### src/rtl/piso_cfg.svh
// Constants for the latched parallel/serial-in, serial-out shift register.
// Assumes inclusion by bare name from rtl/ files only.
`ifndef PISO_CFG_SVH
`define PISO_CFG_SVH
`define PISO_WIDTH 8
`define PISO_LATCH_RESET 8'h00
`define PISO_STAGE_RESET 8'h00
`define PISO_SYNC_STAGES 2
`endif

### src/rtl/piso_pkg.sv
// Types for the latched shift register.
// Assumes piso_cfg.svh is on the include path.
`include "piso_cfg.svh"
package piso_pkg;
    typedef logic [`PISO_WIDTH-1:0] byte_t;
    typedef enum logic [1:0] {
        MODE_HOLD = 2'b00,
        MODE_SHIFT = 2'b01,
        MODE_COPY = 2'b10,
        MODE_LOAD = 2'b11
    } stage_op_t;
endpackage : piso_pkg

### src/rtl/pin_sync.sv
// Two-flop synchroniser bank for pins from outside the ref_clk domain.
// Assumes asynchronous pins; first flop feeds only the second.
module pin_sync #(
    parameter int WIDTH = 1
) (
    // Clock and reset
    input wire logic ref_clk,
    input wire logic rst_n,
    input wire logic clk_en,
    // Pins
    input wire logic [WIDTH-1:0] pin_in,
    output logic [WIDTH-1:0] pin_sync_out
);
    logic [WIDTH-1:0] meta_q;

    // Refuse an empty bank at elaboration
    if (WIDTH < 1) begin : g_bad_width
        $error("pin_sync WIDTH must be positive");
    end

    always_ff @(posedge ref_clk or negedge rst_n) begin
        if (!rst_n) begin
            meta_q <= '0;
            pin_sync_out <= '0;
        end else if (clk_en) begin
            meta_q <= pin_in;
            pin_sync_out <= meta_q;
        end
    end
endmodule : pin_sync

### src/rtl/latched_piso_shift_register.sv
// Latched parallel/serial-in, serial-out shift register, sampled on ref_clk.
// Assumes all pins are asynchronous; pin clocks are edge-detected after sync,
// so each pin level must stand at least three ref_clk cycles.
`include "piso_cfg.svh"
module latched_piso_shift_register
    import piso_pkg::*;
#(
    parameter int WIDTH = `PISO_WIDTH
) (
    // Clock, enable, reset
    input wire logic ref_clk,
    input wire logic rst_n,
    input wire logic clk_en,
    // Parallel and serial data pins
    input wire logic [WIDTH-1:0] par_in,
    input wire logic ser_in,
    // Control pins
    input wire logic shift_mode,
    input wire logic latch_clk,
    input wire logic shift_clk,
    input wire logic out_en_n,
    // Three-state serial output
    output logic ser_out,
    output logic ser_out_oe,
    // Observation of stored state
    output logic [WIDTH-1:0] latch_bits,
    output logic [WIDTH-1:0] shift_stages
);
    import piso_pkg::*;

    // Position of each pin inside the synchroniser bank
    localparam int PAR_LO = 0;
    localparam int SER_BIT = WIDTH;
    localparam int MODE_BIT = WIDTH + 1;
    localparam int LCLK_BIT = WIDTH + 2;
    localparam int SCLK_BIT = WIDTH + 3;
    localparam int OE_BIT = WIDTH + 4;
    localparam int NSYNC = WIDTH + 5;

    // The stage chain and the observation ports are laid out for eight stages
    if (WIDTH != `PISO_WIDTH) begin : g_bad_width
        $error("WIDTH must be eight");
    end

    // The edge timing of the whole block assumes a two-flop bank
    if (`PISO_SYNC_STAGES != 2) begin : g_bad_sync
        $error("synchroniser depth must be two");
    end

    // Rising edge of a synchronised pin against its value one cycle before
    function automatic logic rise_of(input logic now_v, input logic prev_v);
        return now_v && !prev_v;
    endfunction : rise_of

    // Source of one stage for the operation chosen this cycle
    function automatic logic stage_pick(
        input stage_op_t sel,
        input logic hold_v,
        input logic shift_v,
        input logic copy_v,
        input logic load_v
    );
        logic pick_v;
        pick_v = hold_v;
        case (sel)
            MODE_HOLD: pick_v = hold_v;
            MODE_SHIFT: pick_v = shift_v;
            MODE_COPY: pick_v = copy_v;
            MODE_LOAD: pick_v = load_v;
            default: pick_v = hold_v;
        endcase
        return pick_v;
    endfunction : stage_pick

    // Raw pin bank and its synchronised copy
    logic [NSYNC-1:0] pins_raw;
    logic [NSYNC-1:0] pins_s;

    // Synchronised pins
    logic [WIDTH-1:0] par_s;
    logic ser_s;
    logic mode_s;
    logic lclk_s;
    logic sclk_s;
    logic oe_s;

    // Enable carried active high through the bank
    logic out_en_pin;

    // Edge history and detected edges
    logic lclk_prev_q;
    logic sclk_prev_q;
    logic latch_edge;
    logic shift_edge;

    // Operation decode
    logic mode_low;
    logic load_now;
    logic copy_now;
    logic shift_now;
    stage_op_t op;

    // Next values of the stored state
    logic [WIDTH-1:0] latch_d;
    logic [WIDTH-1:0] stages_d;

    // Inverting before the bank makes the reset value of the bank mean
    // "not driving", so the pin floats during reset and the first cycles after
    assign out_en_pin = !out_en_n;

    assign pins_raw = {out_en_pin, shift_clk, latch_clk, shift_mode, ser_in, par_in};

    pin_sync #(
        .WIDTH(NSYNC)
    ) u_sync (
        .ref_clk(ref_clk),
        .rst_n(rst_n),
        .clk_en(clk_en),
        .pin_in(pins_raw),
        .pin_sync_out(pins_s)
    );

    assign par_s = pins_s[PAR_LO +: WIDTH];
    assign ser_s = pins_s[SER_BIT];
    assign mode_s = pins_s[MODE_BIT];
    assign lclk_s = pins_s[LCLK_BIT];
    assign sclk_s = pins_s[SCLK_BIT];
    assign oe_s = pins_s[OE_BIT];

    // Rising edges only; falling edges of either pin clock do nothing
    assign latch_edge = rise_of(lclk_s, lclk_prev_q);
    assign shift_edge = rise_of(sclk_s, sclk_prev_q);

    // Mode low overrides the shift clock and ignores the serial input
    assign mode_low = !mode_s;
    assign load_now = mode_low && latch_edge;
    assign copy_now = mode_low && !latch_edge;
    assign shift_now = !mode_low && shift_edge;

    // One operation per cycle for the stage chain
    assign op = load_now ? MODE_LOAD
              : copy_now ? MODE_COPY
              : shift_now ? MODE_SHIFT
              : MODE_HOLD;

    // Stage 0 is A, the top stage is H; A takes the serial input on a shift
    for (genvar gi = 0; gi < WIDTH; gi++) begin : g_stage
        logic shift_src;

        if (gi == 0) begin : g_first
            assign shift_src = ser_s;
        end else begin : g_next
            assign shift_src = shift_stages[gi-1];
        end

        // Copy takes the stored latch bit, so a latch edge in the same cycle
        // under mode low goes through the load branch instead
        assign stages_d[gi] = stage_pick(op, shift_stages[gi], shift_src,
                                         latch_bits[gi], par_s[gi]);

        // Latch moves only on its own edge, in any mode
        assign latch_d[gi] = latch_edge ? par_s[gi] : latch_bits[gi];
    end

    // Edge history; frozen with the bank so no false edge appears on resume
    always_ff @(posedge ref_clk or negedge rst_n) begin
        if (!rst_n) begin
            lclk_prev_q <= 1'b0;
            sclk_prev_q <= 1'b0;
        end else if (clk_en) begin
            lclk_prev_q <= lclk_s;
            sclk_prev_q <= sclk_s;
        end
    end

    // Stored state; the output enable plays no part here
    always_ff @(posedge ref_clk or negedge rst_n) begin
        if (!rst_n) begin
            latch_bits <= `PISO_LATCH_RESET;
            shift_stages <= `PISO_STAGE_RESET;
        end else if (clk_en) begin
            latch_bits <= latch_d;
            shift_stages <= stages_d;
        end
    end

    // Output stage always carries H; the enable only gates the driver
    assign ser_out = shift_stages[WIDTH-1];

    // Driver on while the synchronised enable is low at the pin
    assign ser_out_oe = oe_s;

endmodule : latched_piso_shift_register

### config.mk
export PLATFORM = sky130hd
export DESIGN_NAME = latched_piso_shift_register
export DESIGN_NICKNAME = d
export VERILOG_FILES = /design/src/rtl/piso_pkg.sv /design/src/rtl/pin_sync.sv /design/src/rtl/latched_piso_shift_register.sv
export VERILOG_INCLUDE_DIRS = /design/src /design/src/rtl
export SDC_FILE = /design/constraint.sdc
export NUM_CORES = 1
export LEC_CHECK = 0
export ABC_AREA = 1
export BUFFER_PORTS_ARGS = -buffer_cell sky130_fd_sc_hd__buf_2
export CAP_MARGIN = 15
export CORE_ASPECT_RATIO = 0.7
export CORE_MARGIN = 2
export CORE_UTILIZATION = 45
export DETAILED_ROUTE_END_ITERATION = 12
export MAX_ROUTING_LAYER = met4
export PLACE_DENSITY = 0.67
export SYNTH_ARGS = -nofsm -noshare
export SYNTH_HDL_FRONTEND = slang
export SYNTH_SLANG_ARGS = --single-unit
### constraint.sdc
create_clock -name ref_clk -period 2.5 [get_ports ref_clk]
set_clock_uncertainty 0.2 [all_clocks]
set_input_delay 0.375 -clock ref_clk [delete_from_list [all_inputs] [get_ports ref_clk]]
set_output_delay 0.375 -clock ref_clk [all_outputs]
set_load 0.02 [all_outputs]
==> metrics, run 1 <==
CTS sink cnt 44; Post-Syn Instances approximately 220; Area Overhead vs Synth 17.4%; initial antenna violation count 0; Worst setup SP type register; die area 4680 µm²; IO buf count 33; Critical Path RT 2.49 ns; crit-path max FO 18; Worst R2R End shift_stages[4]; Setup-failing EPs final 0; H-tree Lvls 2; Max stage delay on crit path around 0.5 ns; diode count 0; DP HPWL ~2500 µm; ranking of synthesized cells by area dfrtp_1, nand2_1, nor2_1; worst setup margin 0.949 ns; vias in the first global route 1435; number of synthesis warnings 0; RePlAce Congestion around 0.84; maximum vdd drop 0.439 mV; Ports 34; r2r setup slk 0.95 ns; die span in y just under 60 µm; crit path to shift_stages[4]; Post-synth ARST share 100%; max-slew violations 0; Crit. Startpoint u_sync.pin_sync_out[9]; RR Startpoint u_sync.pin_sync_out[9]; Power Dens Cells 925 nW/µm²; Main synth FF type dfrtp_1; metal3 WL 181 µm; Synth Register Bits 44; Max Cap Viol 0; Detailed Route WL 3620 µm; Worst-path clk slew around 0.08 ns; Post-CTS Resized 0; Yosys top cell area share 59.1%; total negative slack 0 ns; Worst Hold Depth 2; syn_nets 238; DRC 0; largest net degree at the start of global routing 45; Initial Util 47.2%; Netlist cell types 15; pre-CTS setup slack 0.904 ns; Post-Syn Area 1860 µm²; total track usage 19.3%; M1 wire length between 1500 and 2000 µm; Num CTS Buffers 5; upper clock frequency limit about 0.64 GHz; Die Wd 80.9 µm; count leader, synth nand2_1; Detailed Route Iter0 Violations 101; Antenna Nets Post-Route 0; Avg Inst Size Synth roughly 8.4 µm²; period utilization 62.0%; CP Data Arrival Time 1.54 ns; GRT Residual Overflow 0; first-pass GRT wire length about 6700 µm; cells along the critical path inv_4 > nand2_1 > nand2_2 > nand2_1 > nor2_1 > nor2_1; row count 19; First-pass DRT Iterations 5; routed len/inst 11.8 µm; layout cell share with drive strength beyond 1 18.5%; via/cell ratio around 4.7; Worst-Skew Late Latency 0.30 ns; Post-synth EDFFs 0; DR top layer met4; register area share after synthesis 59.1%; max_slew headroom 63.6%; met2 WL between 1000 and 1500 µm; clk buf depth 2; CTS tree done; final hold violations 0; status finished clean; core outline area ~3900 µm²; reg2reg path depth 6; total power draw slightly above 2000 µW; Synth area leader dfrtp_1; RSZ-0062 raised after global routing false; hold_ws about 0.052 ns; CP Capture Type register; WS Path Type reg -> reg; top post-synthesis cells by count nand2_1, dfrtp_1, nor2_1, o21ai_0, inv_1; Nets 270; Root Driver clkbuf_8; routed vias 1423; Tmin final 1.55 ns; Hold WC Path Type in -> reg; Worst-Margin Slew roughly 0.54 ns; leakage power between 0.001 and 0.0015 µW; Slowest cell on crit path dfrtp_1
-- through the flow --
stage | cells | area, µm² | util, %
final | 306 | 2190 | 55.4
after global routing | 306 | 2190 | 55.4
after CTS | 306 | 2190 | 55.4
after detailed placement | 298 | 2050 | 51.9
after global placement | 298 | 2050 | 51.9
after floorplan | 222 | 1860 | -
-- cell families (layout without fill, tap and decap cells) --
kind of cell | count (synthesis) | in the layout | synth area share [%]
flops | 44 | 44 | 59.1
buf+inv | 27 | 59 | 6.79
simple gates | 125 | 125 | 27.1
compound gates | 26 | 26 | 6.99
-- layer usage --
layer | vias to the layer above | global-route usage, %
li1 | 759 | -
met1 | 620 | 27.9
met3 | 7 | 4.67
met5 | - | -
met4 | 0 | 6.54
met2 | 37 | 26.8
-- power breakdown --
part           switching [µW]  internal [µW]
Combinational             302            158
Sequential               92.2            836
Clock                     240            393
Total                     634           1390
-- state kept, by name, indices dropped and copies added, names as in the netlist --
signal / cells
u_sync.meta_q: 13
lclk_prev_q: 1
shift_stages: 8
latch_bits: 8
sclk_prev_q: 1
u_sync.pin_sync_out: 13
-- what timing repair did --
item                                    in CTS  in global routing
endpoints found under the setup margin       0                  0
hold endpoints to repair                    44                  0
setup buffers                                0                  0
hold buffers                                 1                  0
-- worst max-delay path: cells and delay by family (launching register included) --
kind / cells / cell delay [ns]
buffers and inverters: 1 / 0.19
flip-flops: 1 / 0.50
AND/OR/NAND/NOR: 5 / 0.56
-- worst min-delay path by stage --
stage	endpoint	startpoint	slack [ns]
3_3_place_gp	u_sync.meta_q[0]	u_sync.meta_q[0]	0.25
4_1_cts	u_sync.meta_q[12]	out_en_n	0.05
3_5_place_dp	u_sync.meta_q[2]	u_sync.meta_q[2]	0.26
6_report	u_sync.meta_q[12]	out_en_n	0.05
5_1_grt	u_sync.meta_q[12]	out_en_n	0.08
2_1_floorplan	latch_bits[0]	rst_n	-0.12
-- area by class of cell --
class / instances / area [µm²]
Clock inverter: 2 / 60.1
Fill cell: 395 / 1760
Timing Repair Buffer: 37 / 198
Inverter: 15 / 58.8
Clock buffer: 5 / 68.8
Multi-Input combinational cell: 151 / 634
Sequential cell: 44 / 1100
Tap cell: 52 / 65.1
-- cells in the final DEF, fill, tap and decap left out --
master	n
dfrtp_1	44
buf_4	3
o21ai_0	17
nand2_2	1
inv_2	2
nand4_1	8
bufinv_16	2
nand3_1	10
inv_1	12
clkbuf_8	5
buf_2	33
inv_4	1
nor2_1	24
dlygate4sd3_1	1
nand2_1	82
o21ai_1	9
Power figures use the tool's default switching activity.
==> inputs of run 2 (changes only) <==
- clock period: 2.5 -> 1.6 ns (I/O delays scaled with it)
==> run 2 against run 1 <==
Count of clock-buffer cells in the layout grew 1. Combinational power grew 65%. Utilization grew 3.9 points. Final cell count grew 5.2%. Power grew 53%. Setup slack lost 0.74 ns. Non-clock buffer count grew 15. Clock power grew 41%. Flip-flop and latch count is the same. Fmax grew 12%. First-iteration DRC count shrank 13%. Design area grew 7.1%. Critical endpoint is now shift_stages[1].
==> metrics, run 2 (synthesized netlist as in run 1, its figures left out) <==
status finished clean; Filler cells ~370; sw frac 32.4%; most frequent cells in the layout nand2_1, dfrtp_1, buf_2; DRC 0; Max Cap Viol 0; GRT Residual Overflow 0; r2r setup slk roughly 0.21 ns; DP HPWL 2440 µm; Worst-Margin Slew 0.283 ns; Worst R2R End shift_stages[1]; Worst Hold Depth 2; Final Instance Area 2340 µm²; final hold violations 0; period utilization just under 90%; worst setup margin 0.212 ns; upper clock frequency limit 0.720 GHz; CP Data Arrival Time 1.38 ns; die area 4680 µm²; First-pass DRT Iterations 4; total track usage 18.9%; Initial Util 47.2%; Psw 1000 µW; RSZ-0062 raised after global routing false; Worst setup SP type register; Placed Area 2070 µm²; Antenna Nets Post-Route 0; clock power share 28.8%; max_slew headroom 81.1%; CP Capture Type register; Placed Cells 300; max-slew violations 0; Worst-path clk slew roughly 0.08 ns; RR Startpoint lclk_prev_q; sequential power share 46.6%; diode count 0; routed len/inst 11.4 µm; first-pass GRT wire length 6420 µm; Internal Power 2100 µW; hold endpoint u_sync.pin_sync_out[3]; Num CTS Buffers 5; largest net degree at the start of global routing 45; Hold WC Path Type in -> reg; row count 19; Max stage delay on crit path between 0.3 and 0.4 ns; Slowest cell on crit path dfrtp_1; Die Wd 80.9 µm; Power Dens Cells 1320 nW/µm²; biggest regs u_sync.meta_q x13, u_sync.pin_sync_out x13; maximum vdd drop 0.608 mV; IO buf count 33; Detailed Route WL 3690 µm; core outline area 3950 µm²; pre-CTS setup slack 0.173 ns; crit-path max FO 11; Tmin final about 1.4 ns; Ports 34; CTS tree done; total power draw 3100 µW; RePlAce Congestion 0.849; Critical Path RT 1.60 ns; Detailed Route Iter0 Violations 88; WS Path Type reg -> reg; Nets 285; reg2reg path depth 6; layout cell share with drive strength beyond 1 18.5%; Worst-Skew Late Latency 0.30 ns; most common cell after layout, fill and taps aside nand2_1; Hold Startpoint clk_en; Setup-failing EPs final 0; Area Overhead vs Synth 25.7%; cells along the critical path inv_2 > nand2_1 > nand3_1 > nand2_1 > nor2_1 > nor2_1; leakage power 0.00121 µW; via/cell ratio 4.67; Non-Filler Instances 322; Root Driver clkbuf_8; vias in the first global route about 1300; Comb power frac 24.6%; die span in y 57.8 µm; total negative slack 0 ns; clk buf depth 2; CTS sink cnt 44; H-tree Lvls 2; initial antenna violation count 0; routed vias ~1500
[run 2: changes by cell type in the layout (fill, tap and decap cells not counted), sizes merged]
cell,previous run,this run
dlygate4sd3,1,14
buf,36,38
bufinv,2,1
clkbuf,5,6
clkinv,0,1
[run 2: area by class of cell]
class | instances | area, µm² | area share, %
timing repair buffer | 52 | 355 | 15.2
clock buffer | 6 | 82.6 | 3.53
clock inverter | 2 | 38.8 | 1.66
tap | 52 | 65.1 | 2.78
multi-input combinational | 151 | 639 | 27.3
sequential | 44 | 1100 | 47.0
inverter | 15 | 58.8 | 2.51
[run 2: metrics by stage]
step | util, % | hold slack [ns]
finish | 59.3 | 0.104
global route | 59.3 | 0.122
CTS | 59.2 | 0.104
detailed placement | 52.6 | 0.0371
global placement | 52.6 | 0.0341
floorplan | - | -0.256
[run 2: worst max path at each step]
stage | endpoint | from | slack (ns)
floorplan | shift_stages[5] | u_sync.pin_sync_out[9] | 0.24
global placement | shift_stages[5] | clk_en | 0.21
detailed placement | shift_stages[7] | clk_en | 0.17
CTS | shift_stages[7] | u_sync.pin_sync_out[9] | 0.16
global route | shift_stages[5] | u_sync.pin_sync_out[9] | 0.02
finish | shift_stages[1] | lclk_prev_q | 0.21
[run 2: critical path: cells and delay by family (launching register included)]
kind                   cells  cell delay (ns)
AND/OR/NAND/NOR            5             0.56
flip-flops                 1             0.38
buffers and inverters      1             0.15
[run 2: power by group through the flow]
stage / sequential, µW / combinational, µW / clock [µW]
after floorplan: 1600 / 353 / 0
after global placement: 1470 / 723 / 0
after detailed placement: 1470 / 738 / 0
after CTS: 1450 / 765 / 915
after global routing: 1470 / 861 / 986
final: 1450 / 761 / 892
[run 2: metal layers]
metal	vias up	track usage, %	wire, µm
met5	-	-	0
met4	0	6.54	52
met3	5	5.14	186
met2	42	25.6	1500
met1	664	27.3	1950
li1	793	-	-
[run 2: timing repair]
item / 4_1_cts / 5_1_grt
buffers inserted: 0 / 0
endpoints found under the setup margin: 0 / 1
hold buffers: 14 / 0
hold endpoints to repair: 57 / 0
resized for setup: 0 / 1
==> inputs of run 3 (changes only) <==
- RECOVER_POWER: default -> 100
==> run 3 against run 2 <==
Combinational power down 6.3%. Critical path depth down 2. Register-to-register slack worse by 0.02 ns. Flip-flop and latch count unchanged. Sequential share of layout area up 0.84 points. Clock power about the same. Die area unchanged. Critical endpoint is now u_sync.pin_sync_out[9]. Critical path type is now in -> reg. Largest power group unchanged.
==> metrics, run 3 (synthesized netlist as in run 1, its figures left out) <==
Die Wd 80.9 µm; layout cell share with drive strength beyond 1 11.1%; Ports 34; Worst-Margin Slew 0.593 ns; core outline area 3950 µm²; die area 4680 µm²; Max Cap Viol 0; maximum vdd drop ~0.6 mV; Placed Area slightly above 2000 µm²; Filler cells 388; CP Capture Type register; Psw 1010 µW; RSZ-0062 raised after global routing false; CP Data Arrival Time between 1 and 1.5 ns; Setup-failing EPs final 0; CTS sink cnt 44; cells along the critical path clkbuf_1 > clkbuf_2 > nand2_1 > o21ai_0; H-tree Lvls 2; DRC 0; die span in y 57.8 µm; pre-CTS setup slack 0.173 ns; most frequent cells in the layout nand2_1, dfrtp_1, o21ai_0; Worst-path clk slew about 0.080 ns; WS Path Type in -> reg; CTS tree done; WP buf/inv 2; leakage power 0.00115 µW; Worst-Skew Late Latency 0.30 ns; hold_ws between 0.2 and 0.25 ns; final hold violations 0; total track usage 18.9%; Final Instance Area 2300 µm²; Worst setup SP type input port; DP HPWL 2440 µm; IO buf count 33; Detailed Route WL 3720 µm; Internal Power 2050 µW; clk buf depth 2; Tmin final 1.41 ns; initial antenna violation count 0; biggest regs u_sync.meta_q x13, u_sync.pin_sync_out x13; row count 19; Area Overhead vs Synth 23.5%; total negative slack 0 ns; First-pass DRT Iterations 4; vias in the first global route roughly 1300; sw frac approximately 33%; largest net degree at the start of global routing 45; RePlAce Congestion 0.849; period utilization 87.9%; max-slew violations 0; Nets 285; Power Dens Cells 1330 nW/µm²; routed vias 1496; Root Driver clkbuf_8; Hold WC Path Type in -> reg; max_slew headroom 60.5%; clock power share about 29%; upper clock frequency limit 0.711 GHz; Antenna Nets Post-Route 0; diode count 0; sequential power share ~48%; crit-path max FO 29; CP top delay family buffers and inverters; Slowest cell on crit path clkbuf_2; Critical Path RT 1.62 ns; via/cell ratio 4.65; most common cell after layout, fill and taps aside nand2_1; GRT Residual Overflow 0; Initial Util about 47%; first-pass GRT wire length 6420 µm; Post-CTS Repair Setup Buffers 0; Max stage delay on crit path 0.53 ns; Num CTS Buffers 5; status finished clean; worst setup margin a little under 0.2 ns; Detailed Route Iter0 Violations 106; routed len/inst 11.5 µm; Comb power frac 23.3%
[run 3: cell types whose count changed in the layout (fill, tap and decap cells not counted), moves of 2 or more]
| cell | previous run | this run |
|---|---|---|
| buf_4 | 4 | 2 |
| o21ai_1 | 9 | 1 |
| buf_2 | 33 | 14 |
| o21ai_0 | 17 | 25 |
| clkbuf_1 | 0 | 19 |
| clkbuf_2 | 0 | 2 |
[run 3: per-stage QoR]
stage	power [µW]	std cells	utilization, %
4_1_cts	3130	322	59.2
3_3_place_gp	2190	300	52.6
3_5_place_dp	2210	300	52.6
6_report	3050	322	58.3
2_1_floorplan	1950	222	-
5_1_grt	3280	322	58.3
[run 3: what timing repair did]
action                                 CTS  global route
endpoints found under the hold margin   57             0
gates resized for setup                  0             1
setup endpoints to repair                0             1
hold buffers                            14             0
[run 3: final cells by class]
type,count,area [µm²],area share (%)
clock buffer,6,82.6,3.59
multi-input combinational,151,639,27.8
sequential,44,1100,47.9
timing repair buffer,52,314,13.7
clock inverter,2,38.8,1.69
tap,52,65.1,2.83
inverter,15,58.8,2.56
[run 3: worst register-to-register path, delay by kind of cell (launching register included)]
kind | cells | cell delay (ns)
flops | 1 | 0.41
buf+inv | 1 | 0.15
simple gates | 5 | 0.54
[run 3: power by group through the flow]
| stage | Sequential, µW | Combinational [µW] | Clock (µW) |
|---|---|---|---|
| 4_1_cts | 1450 | 765 | 915 |
| 3_5_place_dp | 1470 | 738 | 0 |
| 3_3_place_gp | 1470 | 723 | 0 |
| 6_report | 1450 | 713 | 890 |
| 5_1_grt | 1480 | 810 | 986 |
| 2_1_floorplan | 1600 | 353 | 0 |
[run 3: metal layers]
metal	up-vias	GRT usage [%]	routed length [µm]
li1	791	-	-
met1	662	27.3	1990
met2	38	25.6	1490
met3	5	5.14	188
met4	0	6.54	52
met5	-	-	0
[run 3: path summary, 6_finish.rpt]
kind,from,end,slack [ns],depth (start not counted)
worst min register to register,u_sync.meta_q[7],u_sync.meta_q[7],0.28,2
worst max register to register,u_sync.pin_sync_out[9],shift_stages[2],0.19,6
worst max-delay path,clk_en,u_sync.pin_sync_out[9],0.19,4
min in group asynchronous,rst_n,u_sync.pin_sync_out[8],0.38,3
max in group asynchronous,rst_n,u_sync.pin_sync_out[3],0.42,3
worst min-delay path,clk_en,sclk_prev_q,0.20,3
